## config.mk

```make
export PLATFORM = sky130hd
export DESIGN_NAME = dram_static_column_ctrl
export DESIGN_NICKNAME = d
export VERILOG_FILES = /design/src/design/dram_ctrl_pkg.sv /design/src/design/dram_static_column_ctrl.sv
export SDC_FILE = /design/constraint.sdc
export NUM_CORES = 1
export LEC_CHECK = 0
export ABC_AREA = 1
export BUFFER_PORTS_ARGS = -buffer_cell sky130_fd_sc_hd__buf_4
export CORE_MARGIN = 2
export CORE_UTILIZATION = 55
export CTS_BUF_LIST = sky130_fd_sc_hd__clkbuf_16
export CTS_CLUSTER_SIZE = 10
export DETAILED_ROUTE_END_ITERATION = 8
export PLACE_DENSITY = 0.8
export SLEW_MARGIN = 5
export SYNTH_ARGS = -nofsm -noshare
export SYNTH_HDL_FRONTEND = slang
export SYNTH_SLANG_ARGS = --single-unit
export TNS_END_PERCENT = 5
```

## constraint.sdc

```tcl
create_clock -name clk_sys -period 2.4 [get_ports clk_sys]
set_clock_uncertainty 0.15 [all_clocks]
set_input_delay 0.24 -clock clk_sys [delete_from_list [all_inputs] [get_ports clk_sys]]
set_output_delay 0.24 -clock clk_sys [all_outputs]
set_load 0.01 [all_outputs]
```

## src/design/dram_ctrl_pkg.sv

```systemverilog
// constants for the dram timing and control core
// assumes a 40 MHz system clock; times are in ns
package dram_ctrl_pkg;

	localparam int unsigned CLK_MHZ = 40;
	localparam int unsigned CNT_W = 4;
	localparam int unsigned DATA_W = 32;
	localparam int unsigned LANES = 4;
	localparam int unsigned RD_FIFO_DEPTH = 8;
	localparam int unsigned WARMUP_DEFAULT = 8;
	localparam int unsigned WARM_W = 8;
	localparam int unsigned NIBBLE_WORDS = 4;

	// dram timing figures
	localparam int unsigned T_ROW_HOLD_NS = 15;
	localparam int unsigned T_RAS_PRE_NS = 80;
	localparam int unsigned T_CAS_ACC_NS = 50;
	localparam int unsigned T_CAS_PRE_NS = 15;
	localparam int unsigned T_CAS_SETUP_NS = 10;
	localparam int unsigned T_REF_RAS_NS = 100;

	// least times, rounded up to whole cycles
	localparam logic [CNT_W-1:0] ROW_HOLD_CYC =
		CNT_W'((T_ROW_HOLD_NS * CLK_MHZ + 999) / 1000);
	localparam logic [CNT_W-1:0] RAS_PRE_CYC =
		CNT_W'((T_RAS_PRE_NS * CLK_MHZ + 999) / 1000);
	localparam logic [CNT_W-1:0] CAS_ACC_CYC =
		CNT_W'((T_CAS_ACC_NS * CLK_MHZ + 999) / 1000);
	localparam logic [CNT_W-1:0] CAS_PRE_CYC =
		CNT_W'((T_CAS_PRE_NS * CLK_MHZ + 999) / 1000);
	localparam logic [CNT_W-1:0] CAS_SETUP_CYC =
		CNT_W'((T_CAS_SETUP_NS * CLK_MHZ + 999) / 1000);
	localparam logic [CNT_W-1:0] REF_RAS_CYC =
		CNT_W'((T_REF_RAS_NS * CLK_MHZ + 999) / 1000);

endpackage

```

## src/design/dram_static_column_ctrl.sv

```systemverilog
// dram timing and control core with read data fifo
// assumes bus inputs are synchronous to clk_sys and byte enables latched
//
// How it works
// ras, byte cas and we are sequenced; wordDone pulses per word
// refresh drives all cas low before ras when refresh is selected
// refresh needs no row address; the dram counts rows itself
// after reset a series of warm-up refreshes runs first
// work starts on busCycleActive; memSelect picks access or refresh
// read: row select high, ras low, column select, byte cas, wordDone
// burst logic advances column and processor takes word on wordDone; read words go into the read fifo, popped via rdValid/rdReady
// after each word sample busCycleActive; repulse cas or release ras
// write: we low first, then the same steps as a read
// one ras, four cas each from its latched byte lane enable
// partial writes use one we and per-lane cas only
// nibble mode toggles cas for at most four words
// static column burst keeps ras low, only column changes
// column select only after row address hold time after ras falls
// no new cycle until ras precharge time has passed
// optional even/odd word banks hide precharge on sequential access
// idle cycles let the last bank precharge
// arbiter drives memSelect from chip select, activity, refresh
// refresh only served after the current bus operation ends
// address mux follows rowColSel
// warm-up count is a parameter, default eight; accesses wait
`timescale 1ns/1ps

////////////////////////////////////////////////////////////////////////
module read_fifo #(
	parameter int unsigned WIDTH = 32,
	parameter int unsigned DEPTH = 8
) (
	input wire logic clk_sys,
	input wire logic reset_n,
	input wire logic inValid,
	output logic inReady,
	input wire logic [WIDTH-1:0] inData,
	output logic outValid,
	input wire logic outReady,
	output logic [WIDTH-1:0] outData
);
	localparam int unsigned AW = $clog2(DEPTH);

	typedef struct packed {
		logic [DEPTH-1:0][WIDTH-1:0] mem;
		logic [AW:0] wp;
		logic [AW:0] rp;
	} fifo_s;

	fifo_s s_r;
	fifo_s s_nxt;
	logic full;
	logic empty;

	assign empty = s_r.wp == s_r.rp;
	assign full = (s_r.wp[AW-1:0] == s_r.rp[AW-1:0]) &&
		(s_r.wp[AW] != s_r.rp[AW]);
	assign inReady = !full;
	assign outValid = !empty;
	assign outData = s_r.mem[s_r.rp[AW-1:0]];

	always_comb begin
		s_nxt = s_r;
		if (inValid && !full) begin
			s_nxt.mem[s_r.wp[AW-1:0]] = inData;
			s_nxt.wp = s_r.wp + 1'b1;
		end
		if (outReady && !empty) begin
			s_nxt.rp = s_r.rp + 1'b1;
		end
	end

	always_ff @(posedge clk_sys or negedge reset_n) begin
		if (!reset_n) begin
			s_r <= '0;
		end else begin
			s_r <= s_nxt;
		end
	end
endmodule

////////////////////////////////////////////////////////////////////////
module dram_static_column_ctrl #(
	parameter int unsigned WARMUP = dram_ctrl_pkg::WARMUP_DEFAULT,
	parameter bit INTERLEAVE = 1'b0,
	parameter int unsigned FIFO_DEPTH = dram_ctrl_pkg::RD_FIFO_DEPTH
) (
	input wire logic clk_sys,
	input wire logic reset_n,
	input wire logic memSelect,
	input wire logic busCycleActive,
	input wire logic writeRead,
	input wire logic wordAddrOdd,
	input wire logic nibbleMode,
	input wire logic [dram_ctrl_pkg::LANES-1:0] byteLaneEnable,
	input wire logic [dram_ctrl_pkg::DATA_W-1:0] wrData,
	input wire logic [dram_ctrl_pkg::DATA_W-1:0] dramDataIn,
	output logic [dram_ctrl_pkg::DATA_W-1:0] dramDataOut,
	output logic dramDataOe_n,
	output logic [1:0] ras_n,
	output logic [dram_ctrl_pkg::LANES-1:0] cas_n,
	output logic we_n,
	output logic rowColSel,
	output logic wordDone,
	output logic warmupBusy,
	output logic rdValid,
	input wire logic rdReady,
	output logic [dram_ctrl_pkg::DATA_W-1:0] rdData
);
	localparam int unsigned CW = dram_ctrl_pkg::CNT_W;
	localparam int unsigned WW = dram_ctrl_pkg::WARM_W;
	localparam int unsigned DW = dram_ctrl_pkg::DATA_W;
	localparam int unsigned LN = dram_ctrl_pkg::LANES;
	localparam logic [2:0] NIB_MAX = 3'(dram_ctrl_pkg::NIBBLE_WORDS);

	typedef enum logic [10:0] {
		S_IDLE = 11'h001,
		S_REF_CAS = 11'h002,
		S_REF_RAS = 11'h004,
		S_WR_SETUP = 11'h008,
		S_ROW = 11'h010,
		S_RAS_ON = 11'h020,
		S_COL = 11'h040,
		S_CAS_ON = 11'h080,
		S_DONE = 11'h100,
		S_CAS_PRE = 11'h200,
		S_CLOSE = 11'h400
	} state_e;

	typedef struct packed {
		state_e st;
		logic [CW-1:0] cnt;
		logic [WW-1:0] warmLeft;
		logic [2:0] words;
		logic writeOp;
		logic bank;
		logic [1:0][CW-1:0] pre;
		logic [1:0] rasN;
		logic [LN-1:0] casN;
		logic weN;
		logic rowCol;
		logic done;
		logic oeN;
		logic [DW-1:0] dOut;
	} ctrl_s;

	ctrl_s s_r;
	ctrl_s s_nxt;
	logic bankNow;
	logic bothPre;
	logic fifoPush;
	logic fifoInReady;

	assign bankNow = INTERLEAVE ? wordAddrOdd : 1'b0;
	assign bothPre = (s_r.pre[0] == '0) && (s_r.pre[1] == '0);

	////////////////////////////////////////////////////////////////////
	// sequencer
	always_comb begin
		s_nxt = s_r;
		fifoPush = 1'b0;
		if (s_r.cnt != '0) begin
			s_nxt.cnt = s_r.cnt - 1'b1;
		end
		// idle precharge countdown
		for (int b = 0; b < 2; b++) begin
			if (s_r.pre[b] != '0) begin
				s_nxt.pre[b] = s_r.pre[b] - 1'b1;
			end
		end
		case (s_r.st)
			S_IDLE: begin
				// warm-up refreshes first
				if (s_r.warmLeft != '0) begin
					if (bothPre) begin
						s_nxt.warmLeft = s_r.warmLeft - 1'b1;
						s_nxt.st = S_REF_CAS;
						s_nxt.cnt = dram_ctrl_pkg::CAS_SETUP_CYC - 1'b1;
					end
				// refresh selected
				end else if (busCycleActive && !memSelect) begin
					if (bothPre) begin
						s_nxt.st = S_REF_CAS;
						s_nxt.cnt = dram_ctrl_pkg::CAS_SETUP_CYC - 1'b1;
					end
				// access waits for its bank
				end else if (busCycleActive && memSelect) begin
					if (s_r.pre[bankNow] == '0) begin
						s_nxt.writeOp = writeRead;
						s_nxt.bank = bankNow;
						s_nxt.words = '0;
						s_nxt.st = writeRead ? S_WR_SETUP : S_ROW;
					end
				end
			end
			// cas before ras refresh
			S_REF_CAS: begin
				if (s_r.cnt == '0) begin
					s_nxt.st = S_REF_RAS;
					s_nxt.cnt = dram_ctrl_pkg::REF_RAS_CYC - 1'b1;
				end
			end
			S_REF_RAS: begin
				if (s_r.cnt == '0) begin
					s_nxt.st = S_CLOSE;
					// both banks precharge
					s_nxt.pre[0] = dram_ctrl_pkg::RAS_PRE_CYC;
					s_nxt.pre[1] = dram_ctrl_pkg::RAS_PRE_CYC;
				end
			end
			// we leads the row phase
			S_WR_SETUP: begin
				s_nxt.st = S_ROW;
			end
			// row select, then ras
			S_ROW: begin
				s_nxt.st = S_RAS_ON;
				s_nxt.cnt = dram_ctrl_pkg::ROW_HOLD_CYC - 1'b1;
			end
			// hold row address
			S_RAS_ON: begin
				if (s_r.cnt == '0) begin
					s_nxt.st = S_COL;
				end
			end
			S_COL: begin
				s_nxt.st = S_CAS_ON;
				s_nxt.cnt = dram_ctrl_pkg::CAS_ACC_CYC - 1'b1;
			end
			S_CAS_ON: begin
				if (s_r.cnt == '0 && (s_r.writeOp || fifoInReady)) begin
					s_nxt.st = S_DONE;
				end
			end
			// word completes
			S_DONE: begin
				fifoPush = !s_r.writeOp;
				s_nxt.words = s_r.words + 1'b1;
				s_nxt.st = S_CAS_PRE;
				s_nxt.cnt = dram_ctrl_pkg::CAS_PRE_CYC - 1'b1;
			end
			// next burst word or close
			S_CAS_PRE: begin
				if (s_r.cnt == '0) begin
					if (busCycleActive && memSelect &&
						(!nibbleMode || s_r.words != NIB_MAX)) begin
						s_nxt.st = S_CAS_ON;
						s_nxt.cnt = dram_ctrl_pkg::CAS_ACC_CYC - 1'b1;
					end else begin
						s_nxt.st = S_CLOSE;
					end
				end
			end
			// start ras precharge
			S_CLOSE: begin
				s_nxt.st = S_IDLE;
				s_nxt.pre[s_r.bank] = dram_ctrl_pkg::RAS_PRE_CYC - 1'b1;
			end
			default: begin
				s_nxt.st = S_IDLE;
			end
		endcase

		// pin levels from next state
		s_nxt.rasN = 2'h3;
		if (s_nxt.st == S_REF_RAS) begin
			s_nxt.rasN = 2'h0;
		end else if (s_nxt.st inside {S_RAS_ON, S_COL, S_CAS_ON,
			S_DONE, S_CAS_PRE}) begin
			s_nxt.rasN[s_nxt.bank] = 1'b0;
		end
		s_nxt.casN = '1;
		if (s_nxt.st inside {S_REF_CAS, S_REF_RAS}) begin
			s_nxt.casN = '0;
		end else if (s_nxt.st inside {S_CAS_ON, S_DONE}) begin
			s_nxt.casN = ~byteLaneEnable;
		end
		s_nxt.weN = !(s_nxt.writeOp && (s_nxt.st inside {S_WR_SETUP,
			S_ROW, S_RAS_ON, S_COL, S_CAS_ON, S_DONE, S_CAS_PRE}));
		s_nxt.oeN = s_nxt.weN;
		s_nxt.rowCol = s_nxt.st inside {S_ROW, S_RAS_ON};
		s_nxt.done = s_nxt.st == S_DONE;
		s_nxt.dOut = wrData;
	end

	always_ff @(posedge clk_sys or negedge reset_n) begin
		if (!reset_n) begin
			s_r <= '{st: S_IDLE, cnt: '0, warmLeft: WW'(WARMUP),
				words: '0, writeOp: 1'b0, bank: 1'b0, pre: '0,
				rasN: 2'h3, casN: '1, weN: 1'b1, rowCol: 1'b0,
				done: 1'b0, oeN: 1'b1, dOut: '0};
		end else begin
			s_r <= s_nxt;
		end
	end

	assign ras_n = s_r.rasN;
	assign cas_n = s_r.casN;
	assign we_n = s_r.weN;
	assign rowColSel = s_r.rowCol;
	assign wordDone = s_r.done;
	assign dramDataOe_n = s_r.oeN;
	assign dramDataOut = s_r.dOut;
	assign warmupBusy = s_r.warmLeft != '0;

	////////////////////////////////////////////////////////////////////
	// read data buffer
	read_fifo #(
		.WIDTH(DW),
		.DEPTH(FIFO_DEPTH)
	) u_rd_fifo (
		.clk_sys(clk_sys),
		.reset_n(reset_n),
		.inValid(fifoPush),
		.inReady(fifoInReady),
		.inData(dramDataIn),
		.outValid(rdValid),
		.outReady(rdReady),
		.outData(rdData)
	);

	////////////////////////////////////////////////////////////////////
	// checks
	logic [CW-1:0] highCnt;
	logic rasLow;
	assign rasLow = !ras_n[0];

	always_ff @(posedge clk_sys or negedge reset_n) begin
		if (!reset_n) begin
			highCnt <= '1;
		end else if (rasLow) begin
			highCnt <= '0;
		end else if (highCnt != '1) begin
			highCnt <= highCnt + 1'b1;
		end
	end

	property p_precharge;
		@(posedge clk_sys) disable iff (!reset_n)
		$fell(ras_n[0]) |-> highCnt >= dram_ctrl_pkg::RAS_PRE_CYC;
	endproperty
	a_precharge: assert property (p_precharge)
		else $error("ras precharge too short");

	property p_cbr;
		@(posedge clk_sys) disable iff (!reset_n)
		($fell(ras_n[0]) && cas_n == '0) |-> $past(cas_n == '0);
	endproperty
	a_cbr: assert property (p_cbr)
		else $error("refresh cas not ahead of ras");

	property p_row_first;
		@(posedge clk_sys) disable iff (!reset_n)
		($fell(ras_n[0]) && cas_n == '1) |-> rowColSel && $past(rowColSel);
	endproperty
	a_row_first: assert property (p_row_first)
		else $error("ras fell without row select");

	property p_row_hold;
		@(posedge clk_sys) disable iff (!reset_n)
		$fell(rowColSel) |-> rasLow && $past(rasLow);
	endproperty
	a_row_hold: assert property (p_row_hold)
		else $error("column select before row hold");

	property p_word;
		@(posedge clk_sys) disable iff (!reset_n)
		wordDone |-> rasLow && !rowColSel && cas_n != '1 ##1 cas_n == '1;
	endproperty
	a_word: assert property (p_word)
		else $error("word done with bad strobes");

	property p_lanes;
		@(posedge clk_sys) disable iff (!reset_n)
		wordDone |-> (~cas_n & ~$past(byteLaneEnable)) == '0;
	endproperty
	a_lanes: assert property (p_lanes)
		else $error("cas on an unselected lane");

	property p_we_first;
		@(posedge clk_sys) disable iff (!reset_n)
		$fell(we_n) |-> ras_n == 2'h3 ##1 rowColSel;
	endproperty
	a_we_first: assert property (p_we_first)
		else $error("we not ahead of ras");

	property p_warm;
		@(posedge clk_sys) disable iff (!reset_n)
		warmupBusy |-> !wordDone && we_n;
	endproperty
	a_warm: assert property (p_warm)
		else $error("access during warm-up");

	property p_nibble;
		@(posedge clk_sys) disable iff (!reset_n)
		(wordDone && nibbleMode) |-> s_r.words < NIB_MAX;
	endproperty
	a_nibble: assert property (p_nibble)
		else $error("nibble burst too long");

	property p_burst;
		@(posedge clk_sys) disable iff (!reset_n)
		(wordDone && rasLow) |=> rasLow && !rowColSel;
	endproperty
	a_burst: assert property (p_burst)
		else $error("row closed inside word");
endmodule

```

==> results.md <==
* Startpoint of the most critical setup path: u_rd_fifo.s_r[0]
* Max-slew headroom at 0.666
* Cell count after synthesis at 1735
* Number of enable flip-flop cells after synthesis at 0
* Register-to-register path setup slack at -20 ps
* Standard cell with the maximum stage delay on the critical path: sky130_fd_sc_hd__dfrtp_4
* Final worst-path cycle share at 1.07
* Largest cells by area after synthesis: sky130_fd_sc_hd__dfrtp_1, sky130_fd_sc_hd__o21ai_0, sky130_fd_sc_hd__nand2_1, sky130_fd_sc_hd__nor2_1, sky130_fd_sc_hd__o21ai_1
* Detailed Routing Iterations Pass 1 at 6
* Count of endpoints failing setup in the final report at 32
* Vias in the first global route at 12865
* Number of vias per cell at 5.69
* Worst R2R Path Depth at 12
* Async set-or-reset flop fraction in the synthesized netlist at 1.00
* Warnings from Yosys at 0
* Total routing usage reported by global routing at 0.286
* Met2 track demand over resource in global routing at 0.478
* Worst IR Drop VDD at 0.000599 V
* Die boundary width at about 170 µm
* Initial cell density of the core at 0.563
* Primary FF master, synth: sky130_fd_sc_hd__dfrtp_1
* Minimum clock period after layout at between 2000 and 3000 ps
* Top-level I/O count at approximately 150
* Final-layout worst hold slack at ~68 ps
* Average wire per standard cell at approximately 18 µm
* Maximum number of pins on one net before global-route repair at 65
* Row count at 60
* TritonCTS clock tree: done
* Final wirelength at 42000 µm
* Drt initial violations at 1282
* Chip Height at between 150 and 200 µm
* Mapped Nets at roughly 1800
* P_leak at between 9 and 10 nW
* Residual antenna-violating net count after detailed routing at 0
* Maximum single-stage delay on the critical path at 500 ps
* Standard cell area after detailed placement at roughly 0.017 mm²
* Port-buffer cells at 150
* Launch point of the worst reg-to-reg path: u_rd_fifo.s_r[0]
* Relative area change from synthesis to final layout at 27.0%
* Number of synthesized register bits at 341
* Total die area at around 0.029 mm²
* # Max-Cap Violations at 0
* Post-synthesis instance area at ~0.015 mm²
* Clock Pin Slew Worst Setup and Hold Paths at approximately 60 ps
* Violated checks: setup timing
* Final nets at ~2000
* Final WS setup at -179 ps
* Number of gates on the worst path with buffers counted at 8
* Worst Path Max Fanout at 8
* Total power density per cell area at approximately 960 mW/mm²
* Vias at approximately 13000
* Final instance area at between 0.015 and 0.02 mm²
* H-tree levels at 2
* Cells along the critical path: buf_6 > buf_16 > buf_12 > o21ai_1 > o22ai_1 > nor2_1 > a31oi_2 > buf_4
* Clock sink total at around 340
* Setup Total Neg Slack at -2650 ps
* RSZ-0062 raised after global routing: true
* Number of non-filler instances in the completed layout at roughly 2300
* CP startpoint kind: register
* Fraction of met3 tracks used by global routing at 0.0451
* Setup crit end: rdData[12]
* GRT Max-Usage Layer: met2
* Total design power at around 19 mW
* FMAX at just under 400 MHz
* Inserted Diodes at 0
* Total global routing overflow at 0
* Num CTS Buffers at 40
* Core Util, Final at 0.715
* Cell taking the most area after synthesis: sky130_fd_sc_hd__dfrtp_1
* Post-Synthesis Mean Instance Area at 8.79 µm²
* Share of final-layout standard cells stronger than drive strength 1 at 0.185
* Class of the most critical setup path: register to primary output
* Post-synth cell types at 40
* Highest-count cells in the layout ignoring fill and taps: sky130_fd_sc_hd__dfrtp_1, sky130_fd_sc_hd__nand2_1, sky130_fd_sc_hd__nor2_1
* Minimum setup slack after placement at about 76 ps
* Min-delay worst type: input port to async pin
* Critical path required time at 2010 ps
* Reg-to-Reg End: u_rd_fifo.s_r[146]
* Number of hold violations in the final report at 0
* DP Cell Count at roughly 2200
* Kind of end point of the critical path: primary output
* Clock Tree Root: sky130_fd_sc_hd__clkbuf_16
* Run status: finished with violations
* Worst path bufs/invs at 4
* Commonest non-fill, non-tap cell in the layout: sky130_fd_sc_hd__dfrtp_1
* Remaining design rule violation count at 0
* Bufs on Longest Clock Path at 3
* First-pass GRT wire length at about 66000 µm
* Insertion delay of the later-clocked pin in the worst-skew pair at around 530 ps
* Sequential area share after synthesis at 0.560
* Slew at the pin with the worst max-slew slack at approximately 500 ps
* Final Wtd Congestion at 0.877
* Proportion of netlist area held by the largest area contributor at 0.545
* Half-perimeter wire length of the detailed placement result at 21100 µm
* WP data arrival at about 2200 ps
* CORE AREA at around 0.027 mm²
* Family with the most delay on the worst path: buffers and inverters
* Slew Viols, Final at 0
* Antenna violations before repair at 0
* GR met1 Demand/Resource at 0.387
-- worst reg2reg max path: cells and delay by family (launching register included) --
family          cells  cell delay, ps
simple gates        8             870
buf+inv             3             410
compound gates      1             350
flops               1             540
-- cell families (layout without fill, tap and decap cells) --
| group | count (synthesis) | after routing | share of synthesized area |
|---|---|---|---|
| buffers and inverters | 234 | 447 | 0.0771 |
| adder cells (fa/ha/maj) | 9 | 9 | 0.00738 |
| AND/OR/NAND/NOR | 645 | 645 | 0.173 |
| XOR/XNOR | 17 | 17 | 0.00976 |
| AO/OA/AOI/OAI | 489 | 489 | 0.172 |
| flip-flops | 341 | 341 | 0.560 |
-- power by group --
part	total [mW]	internal (mW)	switching (mW)
registers	6.15	5.99	0.164
logic	7.23	3.25	3.99
clock network	5.19	2.96	2.23
-- cells in the mapped netlist (8+ instances only) --
cell and count:
sky130_fd_sc_hd__xor2_1 15, sky130_fd_sc_hd__o22ai_1 33, sky130_fd_sc_hd__dfstp_2 9, sky130_fd_sc_hd__clkbuf_1 44, sky130_fd_sc_hd__nor3_1 13, sky130_fd_sc_hd__buf_2 31
sky130_fd_sc_hd__buf_4 45, sky130_fd_sc_hd__nor2_1 258, sky130_fd_sc_hd__nand2_1 324, sky130_fd_sc_hd__inv_1 94, sky130_fd_sc_hd__nand2_4 8, sky130_fd_sc_hd__o21ai_0 251
sky130_fd_sc_hd__a21oi_1 16, sky130_fd_sc_hd__o21ai_2 22, sky130_fd_sc_hd__o21ai_1 127, sky130_fd_sc_hd__ha_1 9, sky130_fd_sc_hd__nand3_1 20, sky130_fd_sc_hd__buf_6 12
sky130_fd_sc_hd__a31oi_1 33, sky130_fd_sc_hd__dfrtp_1 332
-- cell type report --
cell class / count / area (µm²)
clock buffer: 40 / 1000
clock inverter: 14 / 70.1
fill: 2008 / 7730
inverter: 97 / 382
multi-input combinational: 1160 / 5680
sequential: 341 / 8550
tap: 372 / 465
timing repair buffer: 296 / 3220
-- repair_timing --
| item | in CTS | in global routing |
|---|---|---|
| cloned | 12 | 6 |
| resized for setup | 61 | 74 |
| buffers inserted | 12 | 7 |
| pin swaps | 19 | 32 |
| setup endpoints to repair | 32 | 209 |
| endpoints found under the hold margin | 582 | 0 |
| hold buffers | 71 | 0 |
-- worst min path at each step --
stage / to / start
floorplan: dramDataOut[0] / reset_n
global placement: dramDataOut[29] / reset_n
detailed placement: dramDataOut[18] / reset_n
CTS: s_r[71] / memSelect
global route: dramDataOut[25] / reset_n
finish: dramDataOut[18] / reset_n
-- routing by layer --
metal  part of all wire  up-vias
met1               0.41     6418
met2               0.49      603
li1                   -     6082
met3              0.073       93
met5                  0        -
met4              0.029        0
-- flip-flops by register name (all words and copies together), names as in the netlist --
signal and flops:
dramDataOut 32, dramDataOe_n 1, rowColSel 1, wordDone 1, ras_n 2, cas_n 4
s_r 36, u_rd_fifo.s_r 264
No activity file was read; power rests on OpenSTA's default activity.
